`src/spseq_params.svh`:
```
/*
  constants for the staggered power-on sequencer: chain length and step timing.
  assumes a 100 MHz system clock; guarded so that several files can include it.
*/
// Operation
// divide system clock to a slow step clock covering one device power-on
// five flip-flops in a chain, each feeding the next, stepped together
// chain cleared until host user mode; stepping starts only from then
// each step moves a logic one one stage further along the chain
// first four stages each enable one downstream device power switch
// switch enables driven from the 3.3V io supply, above core plus threshold
// last stage drives active-low restart input, holding configuration off while low
// token at last stage releases restart high for downstream devices
// first downstream device loads from memory, then forwards along daisy chain
// shared complete line: open-drain from all but last, last drives actively
// complete line goes high only after every downstream device configured
// step period covers hold-up capacitor recharge plus one device power-on
// first stage input tied high; all stages then stay high until reset; the code also clears them when the host leaves user mode
`ifndef SPSEQ_PARAMS_SVH
`define SPSEQ_PARAMS_SVH

`define SPSEQ_STAGES        5
`define SPSEQ_SWITCHES      4
`define SPSEQ_CLK_PERIOD_NS 10
// one device power-on time plus capacitor recharge, in microseconds
`define SPSEQ_POWER_ON_US   5
`define SPSEQ_RECHARGE_US   5
`define SPSEQ_STEP_US       (`SPSEQ_POWER_ON_US + `SPSEQ_RECHARGE_US)
`define SPSEQ_STEP_CYCLES   ((`SPSEQ_STEP_US * 1000) / `SPSEQ_CLK_PERIOD_NS)

`endif

```
`src/spseq_pkg.sv`:
```
/*
  types for the staggered power-on sequencer.
  assumes nothing beyond the params header.
*/
`include "spseq_params.svh"
package spseq_pkg;
  typedef logic [`SPSEQ_STAGES-1:0] spseq_chain_type;
  typedef enum logic [1:0]
  {
    SPSEQ_WAIT_type_unused = 2'h0
  } spseq_dummy_type;
  typedef enum logic [1:0]
  {
    SPSEQ_IDLE  = 2'h0,
    SPSEQ_STEP  = 2'h1,
    SPSEQ_DONE  = 2'h2
  } spseq_state_type;
endpackage

```
`src/spseq_divider.sv`:
```
/*
  step divider: emits a one-cycle step pulse every STEP_CYCLES clocks while run is high.
  assumes run comes from logic on sys_clk.
*/
`include "spseq_params.svh"
module spseq_divider
#(
  parameter int STEP_CYCLES = `SPSEQ_STEP_CYCLES
)
(
  input  wire logic sys_clk,  // system clock
  input  wire logic reset_n,  // synchronous reset, active low
  input  wire logic run,      // count only while high
  output logic      step      // one-cycle step pulse
);
  logic [31:0] count_q;

  // a pulse instead of a derived clock keeps everything in one domain
  always_ff @(posedge sys_clk)
  begin
    if (!reset_n || !run)
    begin
      count_q <= 32'h0;
      step    <= 1'b0;
    end
    // one step spans a power-on plus the hold-up capacitor recharge
    else if (count_q == 32'(STEP_CYCLES - 1))
    begin
      count_q <= 32'h0;
      step    <= 1'b1;
    end
    else
    begin
      count_q <= count_q + 32'h1;
      step    <= 1'b0;
    end
  end
endmodule

```
`src/spseq_top.sv`:
```
/*
  staggered power-on sequencer: a token walks a five-stage chain, enabling four
  downstream power switches in turn, then releasing their configuration restart.
  assumes host_user_mode is an asynchronous pin level; switch pins sit on a 3.3V bank.
*/
`include "spseq_params.svh"
module spseq_top
  import spseq_pkg::*;
#(
  parameter int STEP_CYCLES = `SPSEQ_STEP_CYCLES
)
(
  input  wire logic                        sys_clk,         // system clock, 100 MHz
  input  wire logic                        reset_n,         // synchronous reset, active low
  input  wire logic                        host_user_mode,  // host configured, async level
  input  wire logic                        config_complete, // shared complete line, async
  output logic      [`SPSEQ_SWITCHES-1:0]  switch_en,       // power switch gates, 3.3V io
  output logic                             restart_n,       // downstream config restart, low
  output logic                             chain_user_mode  // downstream chain in user mode
);
  logic            user_meta_q;
  logic            user_sync_q;
  logic            done_meta_q;
  logic            done_sync_q;
  logic            step;
  logic            step_run;
  spseq_chain_type chain_q;
  spseq_state_type phase_q;
  spseq_state_type phase_d;

  always_ff @(posedge sys_clk)
  begin
    if (!reset_n)
    begin
      user_meta_q <= 1'b0;
      user_sync_q <= 1'b0;
      done_meta_q <= 1'b0;
      done_sync_q <= 1'b0;
    end
    else
    begin
      user_meta_q <= host_user_mode;
      user_sync_q <= user_meta_q;
      done_meta_q <= config_complete;
      done_sync_q <= done_meta_q;
    end
  end

  spseq_divider #(.STEP_CYCLES(STEP_CYCLES)) u_divider
  (
    .sys_clk (sys_clk),
    .reset_n (reset_n),
    .run     (step_run),
    .step    (step)
  );

  // the divider rests once the walk is over, so nothing toggles while all stages hold
  assign step_run = user_sync_q && (phase_q != SPSEQ_DONE);

  // the chain shifts on the step pulse, standing in for a divided clock
  always_ff @(posedge sys_clk)
  begin
    if (!reset_n || !user_sync_q)
      chain_q <= '0;
    else if (step)
      chain_q <= {chain_q[`SPSEQ_STAGES-2:0], 1'b1};
  end

  // outputs registered once more so pins come straight from flip-flops
  always_ff @(posedge sys_clk)
  begin
    if (!reset_n)
    begin
      switch_en       <= '0;
      restart_n       <= 1'b0;
      chain_user_mode <= 1'b0;
    end
    else
    begin
      switch_en       <= chain_q[`SPSEQ_SWITCHES-1:0];
      restart_n       <= chain_q[`SPSEQ_STAGES-1];
      // complete line is only meaningful once restart is released
      chain_user_mode <= done_sync_q && chain_q[`SPSEQ_STAGES-1];
    end
  end

  // phase of the walk: idle before user mode, stepping, then holding with all stages high
  always_comb
  begin
    phase_d = phase_q;
    case (phase_q)
      SPSEQ_IDLE:
      begin
        if (user_sync_q)
          phase_d = SPSEQ_STEP;
      end
      SPSEQ_STEP:
      begin
        if (!user_sync_q)
          phase_d = SPSEQ_IDLE;
        else if (chain_q[`SPSEQ_STAGES-1])
          phase_d = SPSEQ_DONE;
      end
      SPSEQ_DONE:
      begin
        // only the host leaving user mode ends the hold
        if (!user_sync_q)
          phase_d = SPSEQ_IDLE;
      end
      default:
        phase_d = SPSEQ_IDLE;
    endcase
  end

  always_ff @(posedge sys_clk)
  begin
    if (!reset_n)
      phase_q <= SPSEQ_IDLE;
    else
      phase_q <= phase_d;
  end
endmodule

```
`config.mk`:
```
export PLATFORM = sky130hd
export DESIGN_NAME = spseq_top
export DESIGN_NICKNAME = d
export VERILOG_FILES = /design/src/spseq_pkg.sv /design/src/spseq_divider.sv /design/src/spseq_top.sv
export VERILOG_INCLUDE_DIRS = /design/src /design/src/src
export SDC_FILE = /design/constraint.sdc
export NUM_CORES = 1
export LEC_CHECK = 0
export BUFFER_PORTS_ARGS = -buffer_cell sky130_fd_sc_hd__buf_4
export CELL_PAD_IN_SITES_DETAIL_PLACEMENT = 1
export CELL_PAD_IN_SITES_GLOBAL_PLACEMENT = 1
export CORE_ASPECT_RATIO = 1.4
export CORE_MARGIN = 2
export CORE_UTILIZATION = 44
export CTS_CLUSTER_SIZE = 16
export DETAILED_ROUTE_END_ITERATION = 6
export GPL_TIMING_DRIVEN = 0
export PLACE_DENSITY = 0.77
export SYNTH_ARGS = -nofsm -noshare
export SYNTH_HDL_FRONTEND = slang
export SYNTH_SLANG_ARGS = --single-unit
```
`constraint.sdc`:
```
create_clock -name sys_clk -period 4.08 [get_ports sys_clk]
set_clock_uncertainty 0.1 [all_clocks]
set_input_delay 1.224 -clock sys_clk [delete_from_list [all_inputs] [get_ports sys_clk]]
set_output_delay 1.224 -clock sys_clk [all_outputs]
set_load 0.05 [all_outputs]
```
# == After elaboration in Yosys (flattened, before gate mapping) ==
# Cells that the tools add are included.
# totals
out_inout_bits,6
inputBits,4
elab_cells,35
ff_bits,50
# classes
eq_ne,7
n_mux,6
n_addsub,1
n_reduce_logical,10
# op_table
cell,n
adder 32 x 1 -> 32 bit (second input constant),1
== test 32 x 10 -> 1 bit (second input constant),1
two-way mux 2 bit,4
inequality test 2 bit (second input constant),3
one-hot mux 2 bit (3 select lines),1
zero test 1 bit,3
inequality test 3 bit (second input constant),1
AND reduction 3 bit,1
== test 2 x 1 -> 1 bit (second input constant),1
== test 2 bit (second input constant),1
logical AND 1 bit,2
zero test 2 bit,1
logical OR 1 bit,2
OR reduction 2 bit,1
two-way mux 1 bit,1

# == Depth between registers and ports, before layout ==
# Gate-level depths: netlist of the first run.
# depth
depth_word,5
ltp_mapped,6
depth_no_buf,5

# == Modules after synthesis ==
# From an unflattened synthesis of the first run, not the netlist that was laid out.
# hier_totals
hier_cells,242
hier_area_um2,2217.1
# by_module_without_submodules
mod,cells_per_inst,seq_area_each_um2,n_inst,area_each_um2
spseq_divider,197,660.6,1,1691.6
spseq_top,45,340.3,1,525.5

# == Worst setup path after synthesis of the first run ==
# No wires, ideal clock.
# synth_path
path_type,input to register
start,input port reset_n
end,register u_divider.count_q[10]
setup_ps,128
path_stages,5
required_ps,3852
arrival_ps,2003
path_buffers,1
slack_ps,1849
cell_sequence,nand2_1 nor2_1 o21ai_0 clkbuf_1 nor2_1
# synth_via
elab_chain_len,3
# synth_rtl
item,line_no,rtl
from (decl),spseq_top.sv:14,"input wire logic reset_n,"
zero test 1 bit,-,
logical OR 1 bit,spseq_divider.sv:21,if (!reset_n || !run)
OR reduction 2 bit (no source line),-,
to (signal assigned),spseq_divider.sv:34,count_q <= count_q + 32'h1;
to (decl),spseq_divider.sv:16,logic [31:0] count_q;
# Every way passes these cells.
# A chain may end at the register's enable or synchronous reset.

# == Worst setup path in the final report of the first run ==
# layout_path
start,register u_divider.count_q[0]
end,register u_divider.count_q[17]
# layout_via
elab_chain_len,2
word_cells_on_any_way,3
cone_classes,add/sub: 1; eq/ne: 1; reduce/logical: 1
# layout_rtl
item
"parallel branches: the longest is 2 deep, another holds adder 32 x 1 -> 32 bit"
# Parallel ways; which one is timed is not known.

==> results.py, run 1 <==
metrics = {
    "run_status": {
        "status": "finished clean",
    },
    "clocking": {
        "h-tree-depth": 2,
        "cts_root_buffer": "clkbuf_8",
        "ctsResizeCount": 0,
        "numCtsBuffers": 5,
        "hold_buffers": 0,
        "cts.clk_slew.worst_paths_ps": 90,
        "cts_tree": "yes",
        "clkLatencyLatePin_ps": 300,
        "post-cts-setup-buffer-count": 0,
        "clockBufferDepth": 2,
        "clock-sinks": 50,
    },
    "power": {
        "power_density_nw_per_um2": 327,
        "power_frac_comb": 0.012,
        "netSwitchingPower_w": 0.000162,
        "power.leakage_nw": 0.723,
        "clkPwrFrac": 0.353,
        "power_frac_seq": 0.634,
        "netSwitchingFraction": 0.210,
        "peakVddDrop_uv": 132,
        "internal_power_w": 0.000611,
    },
    "min_path": {
        "hold_path.class": "reg2reg",
        "min_to": "phase_q[0]",
        "hold_path_depth": 1,
        "min_from": "phase_q[1]",
    },
    "critical_path": {
        "cp.arrival_ps": 2610,
        "worstPathRequired_ps": 4140,
        "path_cells": "ha_1, nor4b_1, nand4_1, o21ai_0, clkbuf_1, a21oi_1",
        "reg2reg_from": "u_divider.count_q[0]",
        "max_stage_delay_ps": 500,
        "r2r_end": "u_divider.count_q[17]",
        "critPathKind": "reg2reg",
        "start_kind": "flop",
        "rrSetupSlack_ps": 1540,
        "rr_worst_depth": 6,
        "slowest_stage": "clkbuf_1",
        "crit_fanout": 10,
        "critical_path.endpoint_type": "flop",
    },
    "placed_design": {
        "io_buffers": 9,
        "postPlaceCellArea_um2": 2280,
        "dpl.hpwl_um": 3710,
        "place_congestion": 0.799,
        "place_ws_ps": 1290,
    },
    "yosys": {
        "yosys.area.top_type": "dfxtp_1",
        "yosys-top-cells-area": "dfxtp_1, nor2_1, a21oi_1, nand4_1, nand2_1",
        "synthesis.nets": 242,
        "ys_warn_count": 0,
        "syn_area_um2": 2140,
        "avgSynthCellArea_um2": 9.05,
        "post-synth-top-area-fraction": 0.469,
        "ys_seq_area_frac": 0.469,
        "syn_inst": 236,
        "ys_ff_latch": 50,
        "synth_cell_types": 35,
    },
    "timing": {
        "slew_viol_final": 0,
        "setup_viol": 0,
        "slew_headroom": 0.627,
        "worst_pin_slew_ps": 559,
        "fin_crit_sh": 0.624,
        "min_period_ps": 2540,
        "max_freq_mhz": 393,
        "setup_tns_ps": 0,
        "hold_slack_ps": 342,
        "setup_ws_ps": 1540,
        "rsz0062_at_grt": "no",
        "hold_viol_final": 0,
    },
    "cells_and_area": {
        "n_antenna_cell": 0,
        "final_cell_mix": "dfxtp_1, nor2_1, nand2_1, a21oi_1, nand4_1",
        "stdcell_area_um2": 2360,
        "final_nets": 258,
        "nFillCells": 592,
        "drive_above_1_share": 0.103,
        "register_area_um2": 1000,
        "final_common_cell": "dfxtp_1",
        "multi_input_area_um2": 1090,
        "area_growth_pct": 10.7,
    },
    "detailed_routing": {
        "vias": 1836,
        "post-route-drc-count": 0,
        "m1WireLength_um": 2010,
        "drt_first_pass_iters": 5,
        "top_layer_used": "met4",
        "wl_per_cell_um": 15.4,
        "drtIter0Drc": 73,
        "wl_met2_um": 2620,
        "route.met3.wl_um": 102,
        "final_antenna_net_count": 0,
        "finalWirelength_um": 4850,
        "viasPerCell": 5.81,
    },
    "die": {
        "die-area_um2": 5440,
        "fp-row-count": 30,
        "start_util": 0.448,
        "die_w_um": 62.9,
        "core_region_area_um2": 4770,
        "ios": 10,
        "die_h_um": 86.4,
    },
    "grt": {
        "grtUsageTotal": 0.193,
        "grt_overflow": 0,
        "grt_max_degree": 15,
        "antenna_found_initial": 0,
        "grt_pass1_wl_um": 8300,
        "grt_pass1_vias": 1715,
    },
    "flow_run": {
        "drv_cap": 0,
    },
}
==> synth_stat cells, drive strengths merged <==
cell type / number
and4: 6
o41ai: 2
and2: 10
nand4bb: 1
or2: 1
dfxtp: 50
nand4: 14
inv: 3
nor3: 2
nor2: 28
o31ai: 7
buf: 1
mux2i: 5
nor3b: 2
xnor2: 5
or4: 11
a31o: 1
or3: 7
nor4b: 2
clkbuf: 7
and3: 4
or4b: 1
nand2: 17
nor4: 6
nor2b: 1
ha: 2
nand3: 7
o21ai: 9
a21oi: 17
xor2: 7
==> stage by stage <==
stage,utilization,cells,power (W)
after detailed placement,0.479,309,0.000512
final,0.496,316,0.000774
after global placement,0.479,309,0.000512
after CTS,0.496,316,0.000785
after floorplan,-,236,0.000507
after global routing,0.496,316,0.000808
==> sequential cells by signal, summed over array words and instances, names as in the netlist <==
signal,count
u_divider.count_q,32
chain_q,5
switch_en,4
phase_q,2
chain_user_mode,1
done_meta_q,1
done_sync_q,1
restart_n,1
u_divider.step,1
user_meta_q,1
user_sync_q,1
==> layout make-up <==
class | count | area share
well taps | 64 | 0.0339
inverters | 3 | 0.00476
clock inverters | 1 | 0.00318
multi-input cells | 175 | 0.460
plain buffers | 8 | 0.0159
repair buffers | 9 | 0.0286
flip-flops and latches | 50 | 0.424
clock buffers | 6 | 0.0307
==> logic make-up after synthesis <==
kind of cell	count (synthesis)	share of synthesized area
mux	5	0.0234
fa+ha+maj	2	0.0117
xor+xnor	12	0.0492
buf+inv	11	0.0228
simple gates	120	0.326
compound gates	36	0.0978
flops	50	0.469
==> power groups by stage <==
| stage | clock [W] | sequential (W) | combinational (W) |
|---|---|---|---|
| floorplan | 0 | 0.000502 | 0.00000526 |
| global placement | 0 | 0.000502 | 0.00000971 |
| detailed placement | 0 | 0.000502 | 0.00000990 |
| CTS | 0.000284 | 0.000491 | 0.00000991 |
| global route | 0.000305 | 0.000491 | 0.0000109 |
| finish | 0.000273 | 0.000491 | 0.00000955 |
==> routing by layer <==
layer  vias to the layer above  track usage
met4                         0       0.0747
met1                       904        0.215
met5                         -            0
li1                        902            -
met2                        22        0.363
met3                         8       0.0325
==> critical path: cells and delay by family (launching register included) <==
family | cells | cell delay (ps)
AO/OA/AOI/OAI | 2 | 570
flip-flops | 1 | 400
adder cells (fa/ha/maj) | 1 | 250
buffers and inverters | 1 | 500
AND/OR/NAND/NOR | 2 | 580
==> worst max path at each step <==
stage / startpoint / to / slack, ps / cells past startpoint
after floorplan: reset_n / u_divider.count_q[10] / 1850 / 5
after global placement: reset_n / u_divider.count_q[21] / 1320 / 6
after detailed placement: reset_n / u_divider.count_q[24] / 1290 / 6
after CTS: u_divider.count_q[0] / u_divider.count_q[17] / 1550 / 6
after global routing: u_divider.count_q[0] / u_divider.count_q[15] / 1420 / 6
final: u_divider.count_q[0] / u_divider.count_q[17] / 1540 / 6
No activity file was read; power rests on OpenSTA's default activity.
==> run 2: changes to the inputs <==
--- a/config.mk
+++ b/config.mk
@@ -11,7 +11,7 @@
 export CELL_PAD_IN_SITES_GLOBAL_PLACEMENT = 1
 export CORE_ASPECT_RATIO = 1.4
 export CORE_MARGIN = 2
-export CORE_UTILIZATION = 44
+export CORE_UTILIZATION = 42
 export CTS_CLUSTER_SIZE = 16
 export DETAILED_ROUTE_END_ITERATION = 6
 export GPL_TIMING_DRIVEN = 0
==> constraint.sdc (replaced) <==
create_clock -name sys_clk -period 2.25 [get_ports sys_clk]
set_clock_uncertainty 0.1 [all_clocks]
set_input_delay 0.675 -clock sys_clk [delete_from_list [all_inputs] [get_ports sys_clk]]
set_output_delay 0.675 -clock sys_clk [all_outputs]
set_load 0.05 [all_outputs]
==> run 2 against run 1 <==
  * Sequential cell count unchanged
  * Register-to-register slack worse by 1500 ps
  * Design area up 3.1%
  * First-iteration DRC count up 41%
  * Combinational power up 88%
  * Sequential share of layout area down 0.87 points
  * Count of clock-buffer cells in the layout unchanged
  * Via count down 2.5%
  * Non-clock buffer count unchanged
  * Die area up 4.5%
  * Clock power up 130%
  * Critical path depth unchanged
==> results.py, run 2 (synthesized netlist as in run 1, its figures left out) <==
metrics = {
    "placed_design": {
        "io_buffers": 9,
        "place_congestion": 0.782,
        "place_ws_ps": -185,
        "dpl.hpwl_um": 3640,
    },
    "clocking": {
        "cts_tree": "yes",
        "clockBufferDepth": 2,
        "hold_buffers": 0,
        "clock-sinks": 50,
        "numCtsBuffers": 5,
        "clkLatencyLatePin_ps": 290,
        "h-tree-depth": 2,
        "cts_root_buffer": "clkbuf_8",
        "cts.clk_slew.worst_paths_ps": 90,
    },
    "detailed_routing": {
        "vias": 1791,
        "finalWirelength_um": 5050,
        "wl_per_cell_um": 16.0,
        "post-route-drc-count": 0,
        "drtIter0Drc": 103,
        "final_antenna_net_count": 0,
        "drt_first_pass_iters": 4,
        "viasPerCell": 5.67,
    },
    "power": {
        "power_density_nw_per_um2": 632,
        "peakVddDrop_uv": 308,
        "power_w": 0.00154,
        "power.leakage_nw": 0.757,
    },
    "die": {
        "core_region_area_um2": 4880,
        "start_util": 0.438,
        "die_h_um": 88.4,
        "die-area_um2": 5680,
        "die_w_um": 64.3,
        "fp-row-count": 30,
        "ios": 10,
    },
    "critical_path": {
        "critical_path.endpoint_type": "flop",
        "start_kind": "flop",
        "crit_fanout": 10,
        "worstSetupStartpoint": "u_divider.count_q[0]",
        "critPathKind": "reg2reg",
        "rrSetupSlack_ps": 80,
        "worstPathRequired_ps": 2390,
        "reg2reg_from": "u_divider.count_q[0]",
        "cp.arrival_ps": 2310,
    },
    "grt": {
        "grt_pass1_vias": 1797,
        "grt_overflow": 0,
        "grtUsageTotal": 0.192,
        "grt_max_degree": 15,
        "grt_pass1_wl_um": 8560,
        "antenna_found_initial": 0,
    },
    "run_status": {
        "status": "finished clean",
    },
    "timing": {
        "setup_tns_ps": 0,
        "rsz0062_at_grt": "no",
        "max_freq_mhz": 460,
        "slew_viol_final": 0,
        "setup_viol": 0,
        "fin_crit_sh": 0.965,
        "setup_ws_ps": 77.7,
        "worst_pin_slew_ps": 407,
        "slew_headroom": 0.725,
        "hold_viol_final": 0,
        "min_period_ps": 2170,
    },
    "cells_and_area": {
        "final_nets": 258,
        "register_area_um2": 1010,
        "final_common_cell": "dfxtp_1",
        "drive_above_1_share": 0.167,
        "area_growth_pct": 14.1,
        "largest_register": "u_divider.count_q",
        "nFillCells": 575,
        "final_cell_mix": "dfxtp_1, nor2_1, nand2_1",
        "reg_top3": "u_divider.count_q x32, chain_q x5, switch_en x4",
        "multi_input_area_um2": 1110,
        "n_antenna_cell": 0,
        "largest_reg_flops": 32,
        "utilization": 0.499,
    },
    "min_path": {
        "hold_path.class": "reg2reg",
        "min_from": "phase_q[1]",
    },
    "flow_run": {
        "drv_cap": 0,
    },
}
-- run 2: area by class of cell --
type | count | area share
buffer | 7 | 0.0159
clock buffer | 6 | 0.0339
clock inverter | 1 | 0.0123
inverter | 3 | 0.00462
multi-input combinational | 175 | 0.455
sequential | 50 | 0.415
tap | 64 | 0.0329
timing repair buffer | 10 | 0.0308
-- run 2: worst max-delay path, cell delays in order, from the launching register on --
cell     delay, ps
dfxtp_4        370
ha_2           200
nand3_4        100
or4_4          480
buf_6          170
or4_1          540
a21oi_2        150
-- run 2: timing repair --
action / in CTS / in global routing
endpoints found under the setup margin: 30 / 30
hold endpoints to repair: 0 / 0
gates resized for setup: 5 / 13
pin swaps: 0 / 1
buffers inserted: 0 / 1
-- run 2: path summary, 6_finish.rpt --
| path | end | cells after the start |
|---|---|---|
| setup / recovery | u_divider.count_q[26] | 6 |
| hold / removal | phase_q[0] | 1 |
| setup reg to reg | u_divider.count_q[26] | 6 |
| hold reg to reg | phase_q[0] | 1 |
-- run 2: where the power goes --
part	switching, W	internal, W	total (W)
combinational	0.0000108	0.00000723	0.0000180
sequential	0.00000171	0.000887	0.000889
clock	0.000278	0.000356	0.000634
-- run 2: routing by layer --
metal | part of all wire | track usage | vias up
li1 | - | - | 894
met2 | 0.55 | 0.381 | 18
met3 | 0.016 | 0.0267 | 4
met1 | 0.42 | 0.210 | 875
met4 | 0.0095 | 0.0542 | 0
met5 | 0 | 0 | -
-- run 2: stage by stage --
step	cell area, um2	instances	hold WS (ps)
after floorplan	2140	236	312
after global placement	2280	309	319
after detailed placement	2280	309	333
after CTS	2400	316	347
after global routing	2440	316	365
final	2440	316	343
==> run 3: changes to the inputs <==
--- a/config.mk
+++ b/config.mk
@@ -7,15 +7,13 @@
 export NUM_CORES = 1
 export LEC_CHECK = 0
 export BUFFER_PORTS_ARGS = -buffer_cell sky130_fd_sc_hd__buf_4
-export CELL_PAD_IN_SITES_DETAIL_PLACEMENT = 1
-export CELL_PAD_IN_SITES_GLOBAL_PLACEMENT = 1
 export CORE_ASPECT_RATIO = 1.4
 export CORE_MARGIN = 2
-export CORE_UTILIZATION = 42
+export CORE_UTILIZATION = 44
 export CTS_CLUSTER_SIZE = 16
 export DETAILED_ROUTE_END_ITERATION = 6
 export GPL_TIMING_DRIVEN = 0
-export PLACE_DENSITY = 0.77
+export PLACE_DENSITY = 0.66
 export SYNTH_ARGS = -nofsm -noshare
 export SYNTH_HDL_FRONTEND = slang
 export SYNTH_SLANG_ARGS = --single-unit
==> run 3 against run 2 <==
  * Register-to-register slack better by 20 ps
  * Design area decreased by 1.2%
  * Critical path depth did not move
  * Critical path type unchanged
  * Largest power group unchanged
==> results.py, run 3 (synthesized netlist as in run 1, its figures left out) <==
metrics = {
    "cells_and_area": {
        "drive_above_1_share": 0.155,
        "largest_reg_flops": 32,
        "stdcell_area_um2": 2410,
        "final_cell_mix": "dfxtp_1, nor2_1, nand2_1, a21oi_1, nand4_1",
        "n_antenna_cell": 0,
        "final_common_cell": "dfxtp_1",
        "reg_top3": "u_divider.count_q x32, chain_q x5, switch_en x4",
        "utilization": 0.505,
        "area_growth_pct": 12.7,
        "largest_register": "u_divider.count_q",
        "final_nets": 259,
    },
    "detailed_routing": {
        "vias": 1770,
        "drt_first_pass_iters": 4,
        "viasPerCell": 5.60,
        "final_antenna_net_count": 0,
        "post-route-drc-count": 0,
        "drtIter0Drc": 56,
        "finalWirelength_um": 4410,
        "wl_per_cell_um": 14.0,
    },
    "grt": {
        "grt_pass1_wl_um": 7400,
        "grt_overflow": 0,
        "grt_max_degree": 14,
        "antenna_found_initial": 0,
        "grt_pass1_vias": 1666,
        "grtUsageTotal": 0.173,
    },
    "clocking": {
        "h-tree-depth": 2,
        "numCtsBuffers": 5,
        "cts.clk_slew.worst_paths_ps": 80,
        "clock-sinks": 50,
        "cts_root_buffer": "clkbuf_8",
        "clkLatencyLatePin_ps": 300,
        "cts_tree": "yes",
        "clockBufferDepth": 2,
        "hold_buffers": 0,
    },
    "critical_path": {
        "reg2reg_from": "u_divider.count_q[0]",
        "critPathKind": "reg2reg",
        "crit_fanout": 10,
        "rr_worst_depth": 6,
        "cp.arrival_ps": 2290,
        "slowest_stage": "or4_4",
        "start_kind": "flop",
        "r2r_end": "u_divider.count_q[26]",
        "worstPathRequired_ps": 2390,
        "rrSetupSlack_ps": 90,
        "path_cells": "ha_1, nand3_2, or4_4, buf_6, or4_1, a21oi_1",
        "critical_path.endpoint_type": "flop",
        "max_stage_delay_ps": 490,
    },
    "die": {
        "fp-row-count": 30,
        "ios": 10,
        "start_util": 0.448,
        "die-area_um2": 5440,
        "core_region_area_um2": 4770,
        "die_h_um": 86.4,
        "die_w_um": 62.9,
    },
    "timing": {
        "setup_ws_ps": 92.8,
        "setup_viol": 0,
        "slew_headroom": 0.729,
        "rsz0062_at_grt": "no",
        "fin_crit_sh": 0.959,
        "worst_pin_slew_ps": 407,
        "hold_viol_final": 0,
        "max_freq_mhz": 464,
        "min_period_ps": 2160,
        "slew_viol_final": 0,
    },
    "min_path": {
        "min_from": "user_meta_q",
        "hold_path_depth": 1,
        "min_to": "user_sync_q",
        "hold_path.class": "reg2reg",
    },
    "power": {
        "peakVddDrop_uv": 353,
        "power.leakage_nw": 0.749,
        "power_w": 0.00141,
        "power_density_nw_per_um2": 587,
    },
    "placed_design": {
        "place_congestion": 0.849,
        "dpl.hpwl_um": 3220,
        "io_buffers": 9,
        "postPlaceCellArea_um2": 2280,
        "place_ws_ps": -285,
    },
    "flow_run": {
        "drv_cap": 0,
    },
    "run_status": {
        "status": "finished clean",
    },
}
run 3: timing repair:
action | in CTS | in global routing
gates resized for setup | 6 | 6
endpoints found under the hold margin | 0 | 0
endpoints found under the setup margin | 30 | 31
pin swaps | 0 | 1
setup buffers | 0 | 2
run 3: per-stage QoR:
stage               hold slack (ps)  instances  setup TNS [ps]
floorplan                       312        236               0
global placement                319        309           -7500
detailed placement              322        309           -7330
CTS                             342        315               0
global route                    358        316               0
finish                          337        316               0
run 3: power by group:
part	internal (W)	total, W	switching, W	leakage [nW]
Sequential	0.000888	0.000890	0.00000150	0.406
Combinational	0.00000720	0.0000174	0.0000102	0.300
Clock	0.000237	0.000507	0.000270	0.0431
Total	0.00113	0.00141	0.000281	0.749
run 3: how the worst max path moves through the flow:
| stage | from | slack, ps | cells past startpoint | to |
|---|---|---|---|---|
| final | u_divider.count_q[0] | 90 | 6 | u_divider.count_q[26] |
| after global routing | u_divider.count_q[0] | 8 | 6 | u_divider.count_q[18] |
| after CTS | u_divider.count_q[0] | 30 | 6 | u_divider.count_q[26] |
| after detailed placement | u_divider.count_q[0] | -290 | 6 | u_divider.count_q[23] |
| after global placement | u_divider.count_q[0] | -280 | 6 | u_divider.count_q[16] |
| after floorplan | u_divider.count_q[0] | 190 | 6 | u_divider.count_q[26] |
run 3: worst max-delay path, delay by kind of cell (launching register included):
family / cells / cell delay [ps]
fa+ha+maj: 1 / 200
flops: 1 / 370
compound gates: 1 / 140
buf+inv: 1 / 170
simple gates: 3 / 1120
run 3: routing by layer:
layer,share of wire,vias up,routed length [um],GRT usage
met4,0.023,0,101,0.0707
met5,0,-,0,0
li1,-,897,-,-
met3,0.040,7,177,0.0377
met1,0.41,833,1820,0.183
met2,0.52,33,2310,0.328
run 3: cell type report:
type	count	area, um2
buffer	7	37.5
inverter	3	11.3
timing repair buffer	11	82.6
tap	64	80.1
sequential	50	1010
clock buffer	6	82.6
fill	471	2360
multi-input combinational	175	1110
